[config.mk]
export PLATFORM = sky130hd
export DESIGN_NAME = tks_touch_key_signal_processor
export DESIGN_NICKNAME = d
export VERILOG_FILES = /design/src/tks_pkg.sv /design/src/tks_touch_key_signal_processor.sv
export SDC_FILE = /design/constraint.sdc
export NUM_CORES = 1
export LEC_CHECK = 0
export BUFFER_PORTS_ARGS = -buffer_cell sky130_fd_sc_hd__buf_4
export CORE_UTILIZATION = 45
export CTS_BUF_LIST = sky130_fd_sc_hd__clkbuf_4 sky130_fd_sc_hd__clkbuf_8
export DETAILED_ROUTE_END_ITERATION = 8
export GPL_TIMING_DRIVEN = 0
export SLEW_MARGIN = 0
export SYNTH_ARGS = -nofsm -noshare
export SYNTH_HDL_FRONTEND = slang
export SYNTH_SLANG_ARGS = --single-unit
[constraint.sdc]
create_clock -name core_clk -period 9.2 [get_ports core_clk]
set_input_delay 0.92 -clock core_clk [delete_from_list [all_inputs] [get_ports core_clk]]
set_output_delay 0.92 -clock core_clk [all_outputs]
set_load 0.01 [all_outputs]
[src/tks_pkg.sv]
// shared constants and types for the touch key signal processor
package tks_pkg;

  localparam int          NUM_KEYS     = 4;
  localparam int          RAW_W        = 12;
  localparam int          TIMER_W      = 32;
  localparam int          CLK_HZ       = 10_000_000;
  localparam int          CAL_TIME_MS  = 1000;
  localparam int          CAL_CYC      = CAL_TIME_MS * (CLK_HZ / 1000);
  localparam int          TOUT_SHORT_S = 10;
  localparam int          TOUT_LONG_S  = 60;
  localparam int          TOUT_SHORT_CYC = TOUT_SHORT_S * CLK_HZ;
  localparam int          TOUT_LONG_CYC  = TOUT_LONG_S * CLK_HZ;
  localparam int          DRIFT_UP_RATE = 10;
  localparam int          DRIFT_DN_RATE = 1;
  localparam int          DRIFT_UP_CYC  = CLK_HZ / DRIFT_UP_RATE;
  localparam int          DRIFT_DN_CYC  = CLK_HZ / DRIFT_DN_RATE;
  localparam logic [11:0] THRESH       = 12'h004;
  localparam logic [11:0] HYST         = THRESH >> 2;
  localparam logic [11:0] BURST_MAX    = 12'hFFF;
  localparam logic [1:0]  INTEG_LAST   = 2'h2;
  localparam logic [2:0]  RECAL_BURSTS = 3'h4;
  localparam logic [1:0]  ROLL_ONE     = 2'h1;
  localparam logic [1:0]  ROLL_TWO     = 2'h2;
  localparam logic [1:0]  KEY_FIRST    = 2'h0;
  localparam logic [1:0]  KEY_LAST     = 2'h3;
  localparam logic [3:0]  X_IDLE       = 4'h0;

  typedef enum logic [2:0] {
    ST_DISCH,
    ST_CHG,
    ST_XHI,
    ST_XFER,
    ST_XLO,
    ST_PROC
  } tks_state_t;

  typedef struct packed {
    logic [11:0] ref_lvl;
    logic [1:0]  integ;
    logic        det;
    logic [2:0]  recal;
  } tks_key_t;

  typedef struct packed {
    logic s1;
    logic s2;
    logic s3;
  } tks_sw_t;

endpackage

[src/tks_touch_key_signal_processor.sv]
// touch key signal processor: burst acquisition, calibration, drift, detection, rollover
// Notes on behaviour
// - power-up scans all keys, sets own references
// - calibration lasts about one second first
// - reference tracks signal, frozen while detecting
// - slew limited; threshold follows reference
// - rising signal tracked faster than falling
// - threshold fixed offset below reference
// - release needs rise of quarter delta
// - per-key on-timer forces full recalibration
// - after timeout key detects against new reference
// - timeout on one key leaves others alone
// - timeout 10 s grounded, 60 s high
// - three consecutive low samples confirm detection
// - non-detect sample clears integrator at once
// - grounded rollover pin reports one key
// - high rollover pin reports up to two
// - four active-high touch outputs
// - drive lines released during reset and until the first enabled clock after it
// - burst counts transfer cycles until trip
// - first detected keys keep outputs, up to the rollover limit
// - touch judged from burst against reference
`timescale 1ns/1ps
`default_nettype none
module tks_touch_key_signal_processor
  import tks_pkg::*;
#(
  parameter int unsigned CAL_CYCLES   = CAL_CYC,
  parameter int unsigned TOUT_SHORT   = TOUT_SHORT_CYC,
  parameter int unsigned TOUT_LONG    = TOUT_LONG_CYC,
  parameter int unsigned DRIFT_UP_PER = DRIFT_UP_CYC,
  parameter int unsigned DRIFT_DN_PER = DRIFT_DN_CYC
) (
  input  wire logic       core_clk,
  input  wire logic       rst_n,
  input  wire logic       clk_en,
  input  wire logic       cs_trip,
  input  wire logic       rollover_select_pin,
  input  wire logic       timeout_select_pin,
  output logic [3:0]      x_drive,
  output logic            x_oe_n,
  output logic            sw_s1,
  output logic            sw_s2,
  output logic            sw_s3,
  output logic [3:0]      key_out
);

  // pin synchronisers: bit 0 trip, 1 rollover, 2 timeout
  logic [2:0]  pin_s1_ff;
  logic [2:0]  pin_s2_ff;

  tks_state_t  st_ff;
  tks_state_t  nxt_st;
  logic [1:0]  sel_ff;
  logic [1:0]  nxt_sel;
  logic [11:0] burst_ff;
  logic [11:0] nxt_burst;
  logic        cal_done_ff;
  logic        nxt_cal_done;
  logic [31:0] cal_cnt_ff;
  logic [31:0] nxt_cal_cnt;

  tks_key_t    key_ff   [NUM_KEYS];
  tks_key_t    nxt_key  [NUM_KEYS];
  logic [31:0] on_ff    [NUM_KEYS];
  logic [31:0] nxt_on   [NUM_KEYS];
  logic [3:0]  up_due_ff;
  logic [3:0]  nxt_up_due;
  logic [3:0]  dn_due_ff;
  logic [3:0]  nxt_dn_due;
  logic [31:0] up_cnt_ff;
  logic [31:0] nxt_up_cnt;
  logic [31:0] dn_cnt_ff;
  logic [31:0] nxt_dn_cnt;

  logic [3:0]  rep_ff;
  logic [3:0]  nxt_rep;
  logic [3:0]  x_ff;
  logic [3:0]  nxt_x;
  tks_sw_t     sw_ff;
  tks_sw_t     nxt_sw;
  logic        oe_n_ff;

  logic        trip;
  logic        roll_two;
  logic        tout_long;
  assign trip      = pin_s2_ff[0];
  assign roll_two  = pin_s2_ff[1];
  assign tout_long = pin_s2_ff[2];

  always_ff @(posedge core_clk) begin
    if (!rst_n) begin
      pin_s1_ff <= 3'h0;
      pin_s2_ff <= 3'h0;
    end else if (clk_en) begin
      pin_s1_ff <= {timeout_select_pin, rollover_select_pin, cs_trip};
      pin_s2_ff <= pin_s1_ff;
    end
  end

  // acquisition sequencer and calibration timer
  always_comb begin
    nxt_st       = st_ff;
    nxt_sel      = sel_ff;
    nxt_burst    = burst_ff;
    nxt_cal_cnt  = cal_cnt_ff;
    nxt_cal_done = cal_done_ff;
    if (!cal_done_ff) begin
      if (cal_cnt_ff >= CAL_CYCLES - 1) begin
        nxt_cal_done = 1'b1;
      end else begin
        nxt_cal_cnt = cal_cnt_ff + 32'h1;
      end
    end
    case (st_ff)
      ST_DISCH: begin
        // hold discharge until the synchronised trip has fallen; a stale trip
        // left from the last burst would otherwise end the next one at zero
        nxt_burst = 12'h000;
        if (!trip) begin
          nxt_st = ST_CHG;
        end
      end
      ST_CHG: begin
        // the trip lags two clocks through the synchroniser, under one cycle
        if (trip || burst_ff == BURST_MAX) begin
          nxt_st = ST_PROC;
        end else begin
          nxt_st = ST_XHI;
        end
      end
      ST_XHI:  nxt_st = ST_XFER;
      ST_XFER: nxt_st = ST_XLO;
      ST_XLO: begin
        nxt_burst = burst_ff + 12'h001;
        nxt_st    = ST_CHG;
      end
      ST_PROC: begin
        nxt_sel = sel_ff + 2'h1;
        nxt_st  = ST_DISCH;
      end
      default: nxt_st = ST_DISCH;
    endcase
    nxt_sw.s3 = (nxt_st == ST_DISCH);
    nxt_sw.s1 = (nxt_st == ST_CHG) || (nxt_st == ST_XHI);
    nxt_sw.s2 = (nxt_st == ST_XFER) || (nxt_st == ST_XLO);
    nxt_x     = X_IDLE;
    if (nxt_st == ST_XHI || nxt_st == ST_XFER) begin
      nxt_x[nxt_sel] = 1'b1;
    end
  end

  always_ff @(posedge core_clk) begin
    if (!rst_n) begin
      st_ff       <= ST_DISCH;
      sel_ff      <= KEY_FIRST;
      burst_ff    <= 12'h000;
      cal_cnt_ff  <= 32'h0;
      cal_done_ff <= 1'b0;
      sw_ff       <= '0;
      x_ff        <= X_IDLE;
      oe_n_ff     <= 1'b1;
    end else if (clk_en) begin
      st_ff       <= nxt_st;
      sel_ff      <= nxt_sel;
      burst_ff    <= nxt_burst;
      cal_cnt_ff  <= nxt_cal_cnt;
      cal_done_ff <= nxt_cal_done;
      sw_ff       <= nxt_sw;
      x_ff        <= nxt_x;
      oe_n_ff     <= 1'b0;
    end
  end

  // per-key processing, drift, on-duration timers and rollover
  always_comb begin
    tks_key_t    k;
    logic [11:0] thr;
    logic [1:0]  cnt;
    logic [1:0]  lim;
    logic [31:0] tout;
    k    = '0;
    thr  = 12'h000;
    cnt  = 2'h0;
    lim  = roll_two ? ROLL_TWO : ROLL_ONE;
    tout = tout_long ? TOUT_LONG : TOUT_SHORT;
    nxt_up_cnt = (up_cnt_ff >= DRIFT_UP_PER - 1) ? 32'h0 : up_cnt_ff + 32'h1;
    nxt_dn_cnt = (dn_cnt_ff >= DRIFT_DN_PER - 1) ? 32'h0 : dn_cnt_ff + 32'h1;
    nxt_up_due = up_due_ff;
    nxt_dn_due = dn_due_ff;
    for (int i = 0; i < NUM_KEYS; i++) begin
      nxt_key[i] = key_ff[i];
    end
    if (st_ff == ST_PROC) begin
      k = key_ff[sel_ff];
      // a fresh reference is taken from each burst during calibration and until recal runs out
      if (!cal_done_ff || k.recal != 3'h0) begin
        k.ref_lvl = burst_ff;
        k.integ   = 2'h0;
        k.det     = 1'b0;
        if (k.recal != 3'h0) begin
          k.recal = k.recal - 3'h1;
        end
      end else begin
        thr = (k.ref_lvl > THRESH) ? k.ref_lvl - THRESH : 12'h000;
        if (k.det) begin
          if (burst_ff > thr + HYST) begin
            k.det   = 1'b0;
            k.integ = 2'h0;
          end
        end else if (burst_ff < thr) begin
          // judged against the reference as it is now, new or drifted
          if (k.integ == INTEG_LAST) begin
            k.det   = 1'b1;
            k.integ = 2'h0;
          end else begin
            k.integ = k.integ + 2'h1;
          end
        end else begin
          k.integ = 2'h0;
          // one step per tick at most; a falling signal waits far longer
          if (burst_ff > k.ref_lvl && up_due_ff[sel_ff]) begin
            k.ref_lvl = k.ref_lvl + 12'h001;
          end else if (burst_ff < k.ref_lvl && dn_due_ff[sel_ff]) begin
            k.ref_lvl = k.ref_lvl - 12'h001;
          end
        end
      end
      nxt_key[sel_ff]        = k;
      nxt_up_due[sel_ff]     = 1'b0;
      nxt_dn_due[sel_ff]     = 1'b0;
    end
    // a tick in the clearing cycle still counts
    if (up_cnt_ff == 32'h0) begin
      nxt_up_due = 4'hF;
    end
    if (dn_cnt_ff == 32'h0) begin
      nxt_dn_due = 4'hF;
    end
    // the timer counts clocks of unbroken detection; only the timed-out key
    // is recalibrated, its neighbours keep their state
    for (int i = 0; i < NUM_KEYS; i++) begin
      nxt_on[i] = key_ff[i].det ? on_ff[i] + 32'h1 : 32'h0;
      if (key_ff[i].det && on_ff[i] >= tout) begin
        nxt_key[i].recal = RECAL_BURSTS;
        nxt_key[i].det   = 1'b0;
        nxt_key[i].integ = 2'h0;
        nxt_on[i]        = 32'h0;
      end
    end
    // keep earlier reports first, then admit new ones while room remains
    nxt_rep = 4'h0;
    for (int i = 0; i < NUM_KEYS; i++) begin
      if (rep_ff[i] && nxt_key[i].det && cnt < lim) begin
        nxt_rep[i] = 1'b1;
        cnt        = cnt + 2'h1;
      end
    end
    for (int i = 0; i < NUM_KEYS; i++) begin
      if (!rep_ff[i] && nxt_key[i].det && cnt < lim) begin
        nxt_rep[i] = 1'b1;
        cnt        = cnt + 2'h1;
      end
    end
  end

  always_ff @(posedge core_clk) begin
    if (!rst_n) begin
      for (int i = 0; i < NUM_KEYS; i++) begin
        key_ff[i] <= '0;
        on_ff[i]  <= 32'h0;
      end
      up_due_ff <= 4'h0;
      dn_due_ff <= 4'h0;
      up_cnt_ff <= 32'h1;
      dn_cnt_ff <= 32'h1;
      rep_ff    <= 4'h0;
    end else if (clk_en) begin
      for (int i = 0; i < NUM_KEYS; i++) begin
        key_ff[i] <= nxt_key[i];
        on_ff[i]  <= nxt_on[i];
      end
      up_due_ff <= nxt_up_due;
      dn_due_ff <= nxt_dn_due;
      up_cnt_ff <= nxt_up_cnt;
      dn_cnt_ff <= nxt_dn_cnt;
      rep_ff    <= nxt_rep;
    end
  end

  assign x_drive = x_ff;
  assign x_oe_n  = oe_n_ff;
  assign sw_s1   = sw_ff.s1;
  assign sw_s2   = sw_ff.s2;
  assign sw_s3   = sw_ff.s3;
  assign key_out = rep_ff;

endmodule
`default_nettype wire

---- Word-level counts from Yosys, hierarchy flattened ----
Memory sizes are Yosys's and may differ from the RTL's. A register that Yosys moved wholly into a read port is not among the register bits.
Cells that the tools add are included.
cells by class
  shift operators ......................... 0
  multipliers ............................. 0
  divide/modulo/power cells ............... 0
  muxes and demuxes ....................... 85
  bitwise logic cells ..................... 14
  reduce and logical (&&, ||, !) cells .... 47
  equal/unequal tests ..................... 11
  add/sub/neg operators ................... 21
  order comparisons ....................... 26
operators by type and width
  operator               count
  $mux 32                14
  $add 32x1->32 const B  7
  $ge 32x30->1           4
  $mux 18                5
  $bwmux 72              1
  $mux 72                1
  $ge 32x24->1 const B   2
  $logic_not 32->1       2
  $mux 12                5
  $add 12x1->12 const B  3
  $demux 18 s2           1
  $ge 32x20->1 const B   1
  $mux 15                2
  $mux 30                1
  $logic_and 1x1->1      25
  $gt 12x12->1           2
  $lt 12x12->1           2
  $mux 2                 12
  $mux 6                 4
  $pmux 12 s2            1
  $mux 1                 21
  $mux 3                 7
  $mux 4                 5
  $add 2x1->2 const B    8
  30 further kinds       68
storage, ports and cells
  logic and storage cells ................. 223
  output and inout bits ................... 12
  flip-flop bits (word level) ............. 140
  memory bits (writable) .................. 200
  input bits .............................. 6
  bits in latches ......................... 0
  bits in read-only memories .............. 0
  memories ................................ 2
memory list
  memory  depth  bits a word  rd ports  clocked after Yosys merged registers in  wr ports  line                                  text
  on_ff   4      32           4         0                                        4         tks_touch_key_signal_processor.sv:65  logic [31:0] on_ff [NUM_KEYS];
  key_ff  4      18           5         1                                        4         tks_touch_key_signal_processor.sv:63  tks_key_t key_ff [NUM_KEYS];

---- Longest topological paths before layout ----
Gate-level depths: netlist of the first run.
  depth in word-level cells ............... 36
  gate-level depth with buffers ........... 45
  gate-level depth less buffers ........... 43

---- Worst setup path after synthesis of the first run ----
OpenSTA, ideal clock, no wires.
  path kind ............................... register -> register
  start point ............................. reg (tool-made name)
  end point ............................... reg rep_ff[2], in the netlist key_out[2]
  required time ........................... 9141 ps
  data arrival time ....................... 8609 ps
  setup time .............................. 59 ps
  stages on the path, launching flop included .. 46
  period minus slack after synthesis ...... 8668 ps
  slack ................................... 532 ps
  path buffers ............................ 2
  path through ............................ dfxtp_1 > clkbuf_2 > clkbuf_1 > mux4_2 > inv_1 > ha_1 > a21oi_1 > nor2_1 > nand3_1 > nand2_1 > inv_1 > ha_1 > nand4_1 > nor3_1 > nand3_1 > xnor2_1 > ha_1 > nand4_1 > (+10 left out) > ha_1 > and3b_1 > o2111ai_1 > nor4_1 > or2_1 > o21ai_0 > o21a_1 > ha_1 > nor4_2 > and3_1 > nor2_1 > ha_1 > nor3_1 > a31oi_1 > o21ai_0 > o211ai_1 > a221oi_1 > o221a_2
RTL lines
  what                  line                                   text
  to (signal assigned)  tks_touch_key_signal_processor.sv:287  rep_ff <= nxt_rep;
  to (decl)             tks_touch_key_signal_processor.sv:76   logic [3:0] rep_ff;

==> qor.txt, run 1 <==
Final Setup Violations - 0
Largest area contributor in the netlist - edfxtp_1
Most frequent cells after synthesis - 386 x nor2_1, 200 x edfxtp_1, 185 x nand2_1, 142 x dfxtp_1, 122 x xor2_1
DRC violations left - 0
GP Congestion - 0.822
Worst path max stage delay - 0.52 ns
Clock tree buffer depth - 3
Via count - 15.5k
Worst Clk Skew - 0.0379 ns
Cell variety after synth - 85
Fin Hold WS - 0.463 ns
Hold_sp - cal_cnt_ff[27]
Leak pwr - 8.47 nW
Top FF cell, synth - edfxtp_1
Post-synth EDFFs - 200
PortBufs - 16
Row cnt - 77
Pre-CTS WS - -1.63 ns
Root Buffer - clkbuf_8
Critical path's slowest cell - mux4_2
Period minus WS final - 8.79 ns
Asr flop ratio synth - 0
Worst-Margin Slew - 1.23 ns
WP data required - 9.81 ns
Layout cell share with drive strength beyond 1 - 0.108
GRT Total Usage - 0.205
Mean Syn Cell Area - 9.52 um2
Antenna viol nets, final - 0
DIE AREA - 0.0455 mm2
DRT iter0 DRCs - 967
Post-Route WL - 45.8 mm
Tcrit/Tclk final - 0.955
Core area - 0.0441 mm2
Max Fclk - 114 MHz
DP Wirelength - 32.3 mm
CP endpoint kind - flip-flop
First-pass GRT wire length - 75.5 mm
CP Max Fanout - 7
Syn. warnings - 0
Worst slew margin - 0.180
Top post-synthesis cells by area - edfxtp_1 30%, dfxtp_1 14%, ha_1 7.4%
CTS Buf Count - 60
Die extent in x - 213 um
Iteration count of the initial detailed-routing pass - 5
PnR Total Power - 3.47 mW
Fill cell count - 4210
Fin cells - 2859
Cell Area, Placed - 0.0210 mm2
GRT overflow - 0
CTS sink count - 342
CTS tree - done
R2R Path End - key_out[2]
Vias per cell - 5.43
Die height - 213 um
Min-Delay Endpoint - cal_cnt_ff[27]
Critical path type - flip-flop to flip-flop
Uppermost layer routed - met4
Post-synthesis cell area - 0.0201 mm2
Hold Path Class - flip-flop to flip-flop
Peak VDD IR - 0.111 mV
Hold path cells - 1
H-tree depth - 2
Initial Util - 0.455
PD cells - 153 mW/mm2
WL met3 - 2.16 mm
Skew-Pair Late Insertion Delay - 0.67 ns
CP arrival - 9.40 ns
Vias in the first global route - 15.3k
Antenna Cells - 0
Area delta synth->final - 13.0%
MaxCap Viol Count - 0
M1 WL - 21.3 mm
Pin count of the biggest net entering global routing - 78
Antenna violations before repair - 0
Fin. max-slew vios - 0
Synth top area share - 0.299
Number of hold violations in the final report - 0
Flops & latches, synth - 342
Status - complete, no violations
Seq/Total Area, Yosys - 0.441
Worst Reg-to-Reg Cells - 42
Setup ws final - 0.410 ns
Placed cells - 2722
Startpoint types - flip-flop
Wire length per cell - 16.0 um
Mapped Cells - 2109
Flop-to-flop setup slack - 0.41 ns
Design Area, Final - 0.0227 mm2
# nets final - 2343
CTS clk-pin slew, worst paths - 0.06 ns
Detail Route met2 WL - 21.1 mm
Cell with the most instances after synthesis - nor2_1
Num ports - 18
==> where the power goes <==
group	internal, mW	switching [mW]
clock	0.854	0.647
sequential	1.67	0.0515
combinational	0.0985	0.146
total	2.62	0.845
==> layout make-up <==
class | instances | area, um2 | area share
timing repair buffer | 45 | 370 | 0.0163
buffer | 71 | 344 | 0.0152
multi-input combinational | 1624 | 10800 | 0.475
sequential | 342 | 8850 | 0.390
inverter | 75 | 299 | 0.0132
clock inverter | 17 | 145 | 0.00640
clock buffer | 93 | 1150 | 0.0509
tap | 592 | 741 | 0.0327
==> kinds of logic after synthesis <==
| family | after synthesis | share of synthesized area |
|---|---|---|
| AND/OR/NAND/NOR | 949 | 0.224 |
| flip-flops | 342 | 0.441 |
| AO/OA/AOI/OAI | 253 | 0.0832 |
| XOR/XNOR | 206 | 0.0898 |
| buffers and inverters | 146 | 0.0295 |
| adder cells (fa/ha/maj) | 118 | 0.0735 |
| multiplexers | 94 | 0.0595 |
| other | 1 | 0.000187 |
==> through the flow <==
step | TNS, ns | utilization
final | 0 | 0.514
after global routing | -0.00771 | 0.514
after CTS | 0 | 0.509
after detailed placement | -4.12 | 0.476
after global placement | -3.65 | 0.475
after floorplan | 0 | -
==> flip-flops by register name, summed over array words and instances, names as in the netlist, 2 cells and up, named ones only <==
name	flops
pin_s1_ff	3
dn_cnt_ff	32
pin_s2_ff	3
on_ff	128
st_ff	3
up_cnt_ff	32
burst_ff	12
key_ff	72
up_due_ff	4
x_drive	4
cal_cnt_ff	32
sel_ff	2
key_out	4
dn_due_ff	4
==> layout by cell type, fill, tap and decap left out, drive strengths merged, types with 14 or more instances in the layout <==
cell type,count
a31oi,17
nor4,23
nand3,95
a21o,14
xor2,122
nor2b,14
and3,61
xnor2,84
a21oi,63
dfxtp,142
buf,67
ha,118
nand4,51
nand2,185
nor3,33
inv,73
mux4,20
edfxtp,200
clkbuf,142
nor2,386
mux2i,71
and2,26
and4,16
o21ai,65
==> repair_timing <==
item                                    CTS  global route
buffers inserted                          9            18
hold buffers                              0             0
endpoints found under the setup margin    3             3
gates resized for setup                  23            25
pin swaps                                 4            16
==> metal layers <==
layer / GRT usage / vias up
li1: - / 7753
met1: 0.271 / 7405
met2: 0.336 / 289
met3: 0.0402 / 88
met4: 0.0660 / 0
met5: 0 / -
==> how the worst max path moves through the flow <==
stage,end,start,cells past startpoint,slack [ns]
after floorplan,key_out[2],flip-flop,45,0.53
after global placement,key_out[2],flip-flop,45,-1.48
after detailed placement,key_out[2],flip-flop,45,-1.63
after CTS,key_out[2],flip-flop,44,0.07
after global routing,key_out[2],flip-flop,46,-0.008
final,key_out[2],flip-flop,42,0.41
==> critical path: cells and delay by family, from the launching register on <==
family	cells	cell delay, ns
and+or+nand+nor	15	3.07
AOI/OAI and AO/OA	14	2.46
adders and majority gates	6	1.56
buffers and inverters	5	0.60
muxes	1	0.52
DFF	1	0.34
xor gates and xnor gates	1	0.15
Power figures use the tool's default switching activity.
==> run 2: changes to the inputs <==
--- a/config.mk
+++ b/config.mk
@@ -6,6 +6,7 @@
 export NUM_CORES = 1
 export LEC_CHECK = 0
 export BUFFER_PORTS_ARGS = -buffer_cell sky130_fd_sc_hd__buf_4
+export CAP_MARGIN = 20
 export CORE_UTILIZATION = 45
 export CTS_BUF_LIST = sky130_fd_sc_hd__clkbuf_4 sky130_fd_sc_hd__clkbuf_8
 export DETAILED_ROUTE_END_ITERATION = 8
==> constraint.sdc (replaced) <==
create_clock -name core_clk -period 9.2 [get_ports core_clk]
set_input_delay 1.84 -clock core_clk [delete_from_list [all_inputs] [get_ports core_clk]]
set_output_delay 1.84 -clock core_clk [all_outputs]
set_load 0.01 [all_outputs]
==> run 2 against run 1 <==
  * Sequential cell count unchanged
  * Sequential power about the same
  * Non-clock buffer count down 6
  * Cell count down 0.10%
  * Critical path type unchanged
==> qor.txt, run 2 (synthesis results as in run 1) <==
Post-Route WL - 45.9 mm (about the same)
Period minus WS final - 8.77 ns (-0.0178 ns)
Fin. max-slew vios - 0 (unchanged)
Comb power frac - 0.070 (about the same)
First-pass GRT wire length - 75.7 mm (+0.33%)
# nets final - 2337 (-0.26%)
Finished Core Util - 0.515 (about the same)
Int Pwr - 2.65 mW (+1.1%)
H-tree depth - 2 (unchanged)
GRT overflow - 0 (unchanged)
Initial Util - 0.455 (unchanged)
Peak VDD IR - 0.164 mV (+48%)
Largest registers - on_ff x128, key_ff x72
Critical path's slowest cell - mux4_2
WP data required - 9.83 ns (+0.02 ns)
CTS tree - done
Antenna Cells - 0 (unchanged)
Area delta synth->final - 13.1% (about the same)
CP arrival - 9.40 ns (about the same)
DP Wirelength - 32.5 mm (+0.60%)
DRC violations left - 0 (unchanged)
Antenna violations before repair - 0 (unchanged)
Worst path max stage delay - 0.52 ns (about the same)
GRT Total Usage - 0.205 (about the same)
Core area - 0.0441 mm2 (unchanged)
MaxCap Viol Count - 0 (unchanged)
Vias per cell - 5.47 (+0.62%)
Hold Path Class - flip-flop to flip-flop
Die height - 213 um (unchanged)
Fin Hold WS - 0.463 ns (-0.000581 ns)
DRT iter0 DRCs - 921 (-4.8%)
Via count - 15.6k (+0.51%)
Number of hold violations in the final report - 0 (unchanged)
Commonest non-fill, non-tap cell in the layout - nor2_1
DIE AREA - 0.0455 mm2 (unchanged)
Status - complete, no violations
Largest register FFs - 128 (unchanged)
Vias in the first global route - 15.3k (+0.14%)
Switch Pwr - 0.877 mW (+3.8%)
Antenna viol nets, final - 0 (unchanged)
Wire length per cell - 16.1 um (+0.20%)
Switch share - 0.248 (+0.00486)
CP endpoint kind - flip-flop
Reg power frac - 0.488 (-0.009)
Final Setup Violations - 0 (unchanged)
Row cnt - 77 (unchanged)
PortBufs - 16 (unchanged)
Leak pwr - 8.48 nW (about the same)
Skew-Pair Late Insertion Delay - 0.68 ns (about the same)
CTS clk-pin slew, worst paths - 0.07 ns (about the same)
Cell Area, Placed - 0.0211 mm2 (+0.26%)
Iteration count of the initial detailed-routing pass - 5 (unchanged)
PD cells - 155 mW/mm2 (+1.6%)
Num ports - 18 (unchanged)
Clock tree buffer depth - 3 (unchanged)
Worst slew margin - 0.279 (+0.0982)
Largest Register - on_ff
Worst-Margin Slew - 1.07 ns (-0.157 ns)
Max Fclk - 114 MHz (+0.20%)
Root Buffer - clkbuf_8
Fill cell count - 4181 (-0.69%)
Most frequent cells in the layout - 384 x nor2_1, 200 x edfxtp_1, 185 x nand2_1
CP Max Fanout - 7 (unchanged)
Power share of the clock group - 0.443 (+0.010)
CTS Buf Count - 60 (unchanged)
GP Congestion - 0.822 (unchanged)
Design Area, Final - 0.0227 mm2 (about the same)
Pin count of the biggest net entering global routing - 78 (unchanged)
Critical path type - flip-flop to flip-flop
Worst Clk Skew - 0.0388 ns (+0.000889 ns)
Die extent in x - 213 um (unchanged)
Layout cell share with drive strength beyond 1 - 0.101 (-0.00692)
CTS sink count - 342 (unchanged)
PnR Total Power - 3.53 mW (+1.7%)
Tcrit/Tclk final - 0.954 (-0.00194)
Setup TNS - 0 ns (unchanged)
Startpoint types - flip-flop
run 2: cell types whose count changed in the layout (fill, tap and decap cells not counted), moves of 2 or more:
cell        delta
clkinv_2       +9
clkbuf_8       -9
bufinv_16      +5
clkinvlp_4     -3
buf_16         +2
clkinv_1      +11
clkbuf_4      -12
buf_4          -9
run 2: what timing repair did:
action | in CTS | in global routing
setup endpoints to repair | 3 | 3
hold endpoints to repair | 0 | 0
resized for setup | 23 | 22
buffers inserted | 7 | 11
hold buffers | 0 | 0
pin swaps | 4 | 16
run 2: stage by stage:
stage               std cells  worst slack [ns]
CTS                      2844            0.0190
global placement         2720             -1.48
floorplan                2112             0.532
global route             2856           -0.0692
finish                   2856             0.428
detailed placement       2724             -1.57
run 2: routing by layer:
| metal | up-vias | GRT usage | wire [um] | share of wire |
|---|---|---|---|---|
| li1 | 7761 | - | - | - |
| met1 | 7438 | 0.270 | 21000 | 0.46 |
| met2 | 327 | 0.337 | 21200 | 0.46 |
| met3 | 89 | 0.0378 | 2390 | 0.052 |
| met4 | 0 | 0.0717 | 1200 | 0.026 |
| met5 | - | 0 | 0 | 0 |
run 2: final cells by class:
type                       count  area, um2  area share
tap                          592        741      0.0326
clock inverter                41        392      0.0172
inverter                      75        292      0.0128
clock buffer                  72        941      0.0414
sequential                   342       8850       0.390
buffer                        71        344      0.0152
multi-input combinational   1624      10800       0.475
timing repair buffer          39        363      0.0160
run 2: path summary, 6_finish.rpt:
| check | cells past startpoint | start | to | slack [ns] |
|---|---|---|---|---|
| worst max register to register | 45 | flip-flop | key_out[2] | 0.43 |
| worst min register to register | 1 | cal_cnt_ff[27] | cal_cnt_ff[27] | 0.46 |
| worst min-delay path | 1 | cal_cnt_ff[27] | cal_cnt_ff[27] | 0.46 |
| worst max-delay path | 45 | flip-flop | key_out[2] | 0.43 |
run 2: critical path, delay by kind of cell (launching register included):
family,cells,cell delay [ns]
flops,1,0.34
compound gates,13,2.38
fa+ha+maj,7,1.71
buf+inv,6,0.67
simple gates,17,2.94
xor+xnor,1,0.15
mux,1,0.52
run 2: power groups by stage:
stage                     combinational (mW)  sequential (mW)  clock (mW)
after global routing                   0.278             1.73        1.67
after global placement                 0.226             1.76           0
after floorplan                        0.173             1.74           0
after detailed placement               0.237             1.75           0
final                                  0.246             1.72        1.56
after CTS                              0.243             1.72        1.61
==> run 3: changes to the inputs <==
--- a/config.mk
+++ b/config.mk
@@ -11,6 +11,7 @@
 export CTS_BUF_LIST = sky130_fd_sc_hd__clkbuf_4 sky130_fd_sc_hd__clkbuf_8
 export DETAILED_ROUTE_END_ITERATION = 8
 export GPL_TIMING_DRIVEN = 0
+export RECOVER_POWER = 100
 export SLEW_MARGIN = 0
 export SYNTH_ARGS = -nofsm -noshare
 export SYNTH_HDL_FRONTEND = slang
==> run 3 against run 2 <==
  * The flow now finishes with violations (capacitance limit, slew limit)
  * Wire length up 0.25%
  * Register-to-register slack about the same
  * Via count down 0.23%
  * Cell area down 0.82%
  * Sequential share of layout area up 0.32 points
  * Hold slack about the same
  * Non-clock buffer count unchanged
  * Sequential cell count unchanged
  * Largest cell class unchanged
  * Largest power group unchanged
==> qor.txt, run 3 (synthesis results as in run 1) <==
DIE AREA - 0.0455 mm2 (unchanged)
Critical path's slowest cell - mux4_2
Placed cells - 2724 (unchanged)
Post-Route WL - 46.0 mm (+0.25%)
Final Setup Violations - 0 (unchanged)
CP endpoint kind - flip-flop
Skew-Pair Late Insertion Delay - 0.68 ns (about the same)
CP Max Fanout - 7 (unchanged)
Hold Path Class - flip-flop to flip-flop
Pin count of the biggest net entering global routing - 78 (unchanged)
Layout cell share with drive strength beyond 1 - 0.0897 (-0.0110)
Failing checks - capacitance limit, slew limit
Root Buffer - clkbuf_8
Num ports - 18 (unchanged)
Design Area, Final - 0.0225 mm2 (-0.82%)
CTS clk-pin slew, worst paths - 0.07 ns (about the same)
Wire length per cell - 16.1 um (+0.25%)
Finished Core Util - 0.510 (-0.00420)
Core area - 0.0441 mm2 (unchanged)
WP data required - 9.83 ns (about the same)
Cell Area, Placed - 0.0211 mm2 (unchanged)
Period minus WS final - 8.78 ns (+0.00678 ns)
Vias in the first global route - 15.3k (unchanged)
GP Congestion - 0.822 (unchanged)
MaxCap Viol Count - 3 (+3)
CP arrival - 9.41 ns (about the same)
Most frequent cells in the layout - 384 x nor2_1, 200 x edfxtp_1, 185 x nand2_1
Clock tree buffer depth - 3 (unchanged)
Antenna viol nets, final - 0 (unchanged)
CTS tree - done
Commonest non-fill, non-tap cell in the layout - nor2_1
Antenna Cells - 0 (unchanged)
Die extent in x - 213 um (unchanged)
Largest registers - on_ff x128, key_ff x72
PortBufs - 16 (unchanged)
# hold bufs at CTS - 0 (unchanged)
Via count - 15.6k (-0.23%)
GRT Total Usage - 0.205 (unchanged)
DP Wirelength - 32.5 mm (unchanged)
Max Fclk - 114 MHz (about the same)
DRC violations left - 0 (unchanged)
Vias per cell - 5.45 (-0.23%)
Initial Util - 0.455 (unchanged)
Peak VDD IR - 0.164 mV (about the same)
DRT iter0 DRCs - 1049 (+14%)
Largest register FFs - 128 (unchanged)
Worst path max stage delay - 0.52 ns (about the same)
Startpoint types - flip-flop
CTS Buf Count - 60 (unchanged)
CTS sink count - 342 (unchanged)
Worst-Margin Slew - 3.39 ns (+2.32 ns)
Antenna violations before repair - 0 (unchanged)
Die height - 213 um (unchanged)
Row cnt - 77 (unchanged)
GRT overflow - 0 (unchanged)
Number of hold violations in the final report - 0 (unchanged)
Status - finished, violations left
Fin cells - 2856 (unchanged)
PD cells - 157 mW/mm2 (+0.72%)
Largest Register - on_ff
Worst slew margin - -1.27 (-1.55)
# nets final - 2337 (unchanged)
First-pass GRT wire length - 75.7 mm (unchanged)
Worst Clk Skew - 0.0386 ns (-0.000151 ns)
Iteration count of the initial detailed-routing pass - 5 (unchanged)
Fin. max-slew vios - 126 (+126)
Leak pwr - 8.36 nW (-1.4%)
Area delta synth->final - 12.1%
H-tree depth - 2 (unchanged)
Tcrit/Tclk final - 0.954 (about the same)
Critical path type - flip-flop to flip-flop
-- run 3: cell type report --
class | count | area, um2
clock buffers | 72 | 941
clock inverters | 41 | 392
well taps | 592 | 741
flip-flops and latches | 342 | 8850
repair buffers | 39 | 251
inverters | 75 | 288
plain buffers | 71 | 328
fillers | 4210 | 21600
multi-input cells | 1624 | 10700
-- run 3: through the flow --
stage / hold slack (ns) / setup slack [ns] / power, mW / TNS [ns]
2_1_floorplan: 0.430 / 0.532 / 1.91 / 0
3_3_place_gp: 0.443 / -1.48 / 1.98 / -3.65
3_5_place_dp: 0.447 / -1.57 / 1.99 / -3.96
4_1_cts: 0.466 / 0.0190 / 3.58 / 0
5_1_grt: 0.478 / -0.0680 / 3.67 / -0.110
6_report: 0.463 / 0.421 / 3.53 / 0
-- run 3: timing repair --
item | 4_1_cts | 5_1_grt
buffers inserted | 7 | 11
pin swaps | 4 | 16
gates resized for setup | 23 | 22
setup endpoints to repair | 3 | 3
hold endpoints to repair | 0 | 0
-- run 3: path summary, 6_finish.rpt --
kind / startpoint / endpoint / slack (ns) / depth (start not counted)
setup reg to reg: flip-flop / key_out[2] / 0.42 / 45
hold reg to reg: cal_cnt_ff[29] / cal_cnt_ff[29] / 0.46 / 1
hold / removal: cal_cnt_ff[29] / cal_cnt_ff[29] / 0.46 / 1
setup / recovery: flip-flop / key_out[2] / 0.42 / 45
-- run 3: per-layer routing --
layer  GRT usage  wire length [um]  up-vias
met1       0.270             21300     7445
met5           0                 0        -
met2       0.337             21200      290
met4      0.0717              1180        0
met3      0.0378              2290       86
li1            -                 -     7758
-- run 3: where the power goes --
| group | switching [mW] | leakage [nW] | internal [mW] |
|---|---|---|---|
| clock | 0.679 | 0.702 | 0.883 |
| combinational | 0.147 | 4.34 | 0.0935 |
| sequential | 0.0506 | 3.32 | 1.67 |
| total | 0.876 | 8.36 | 2.65 |
-- run 3: critical path, delay by kind of cell (launching register included) --
kind | cells | cell delay (ns)
compound gates | 13 | 2.38
xor+xnor | 1 | 0.15
fa+ha+maj | 7 | 1.71
buf+inv | 6 | 0.68
flops | 1 | 0.34
mux | 1 | 0.52
simple gates | 17 | 2.94
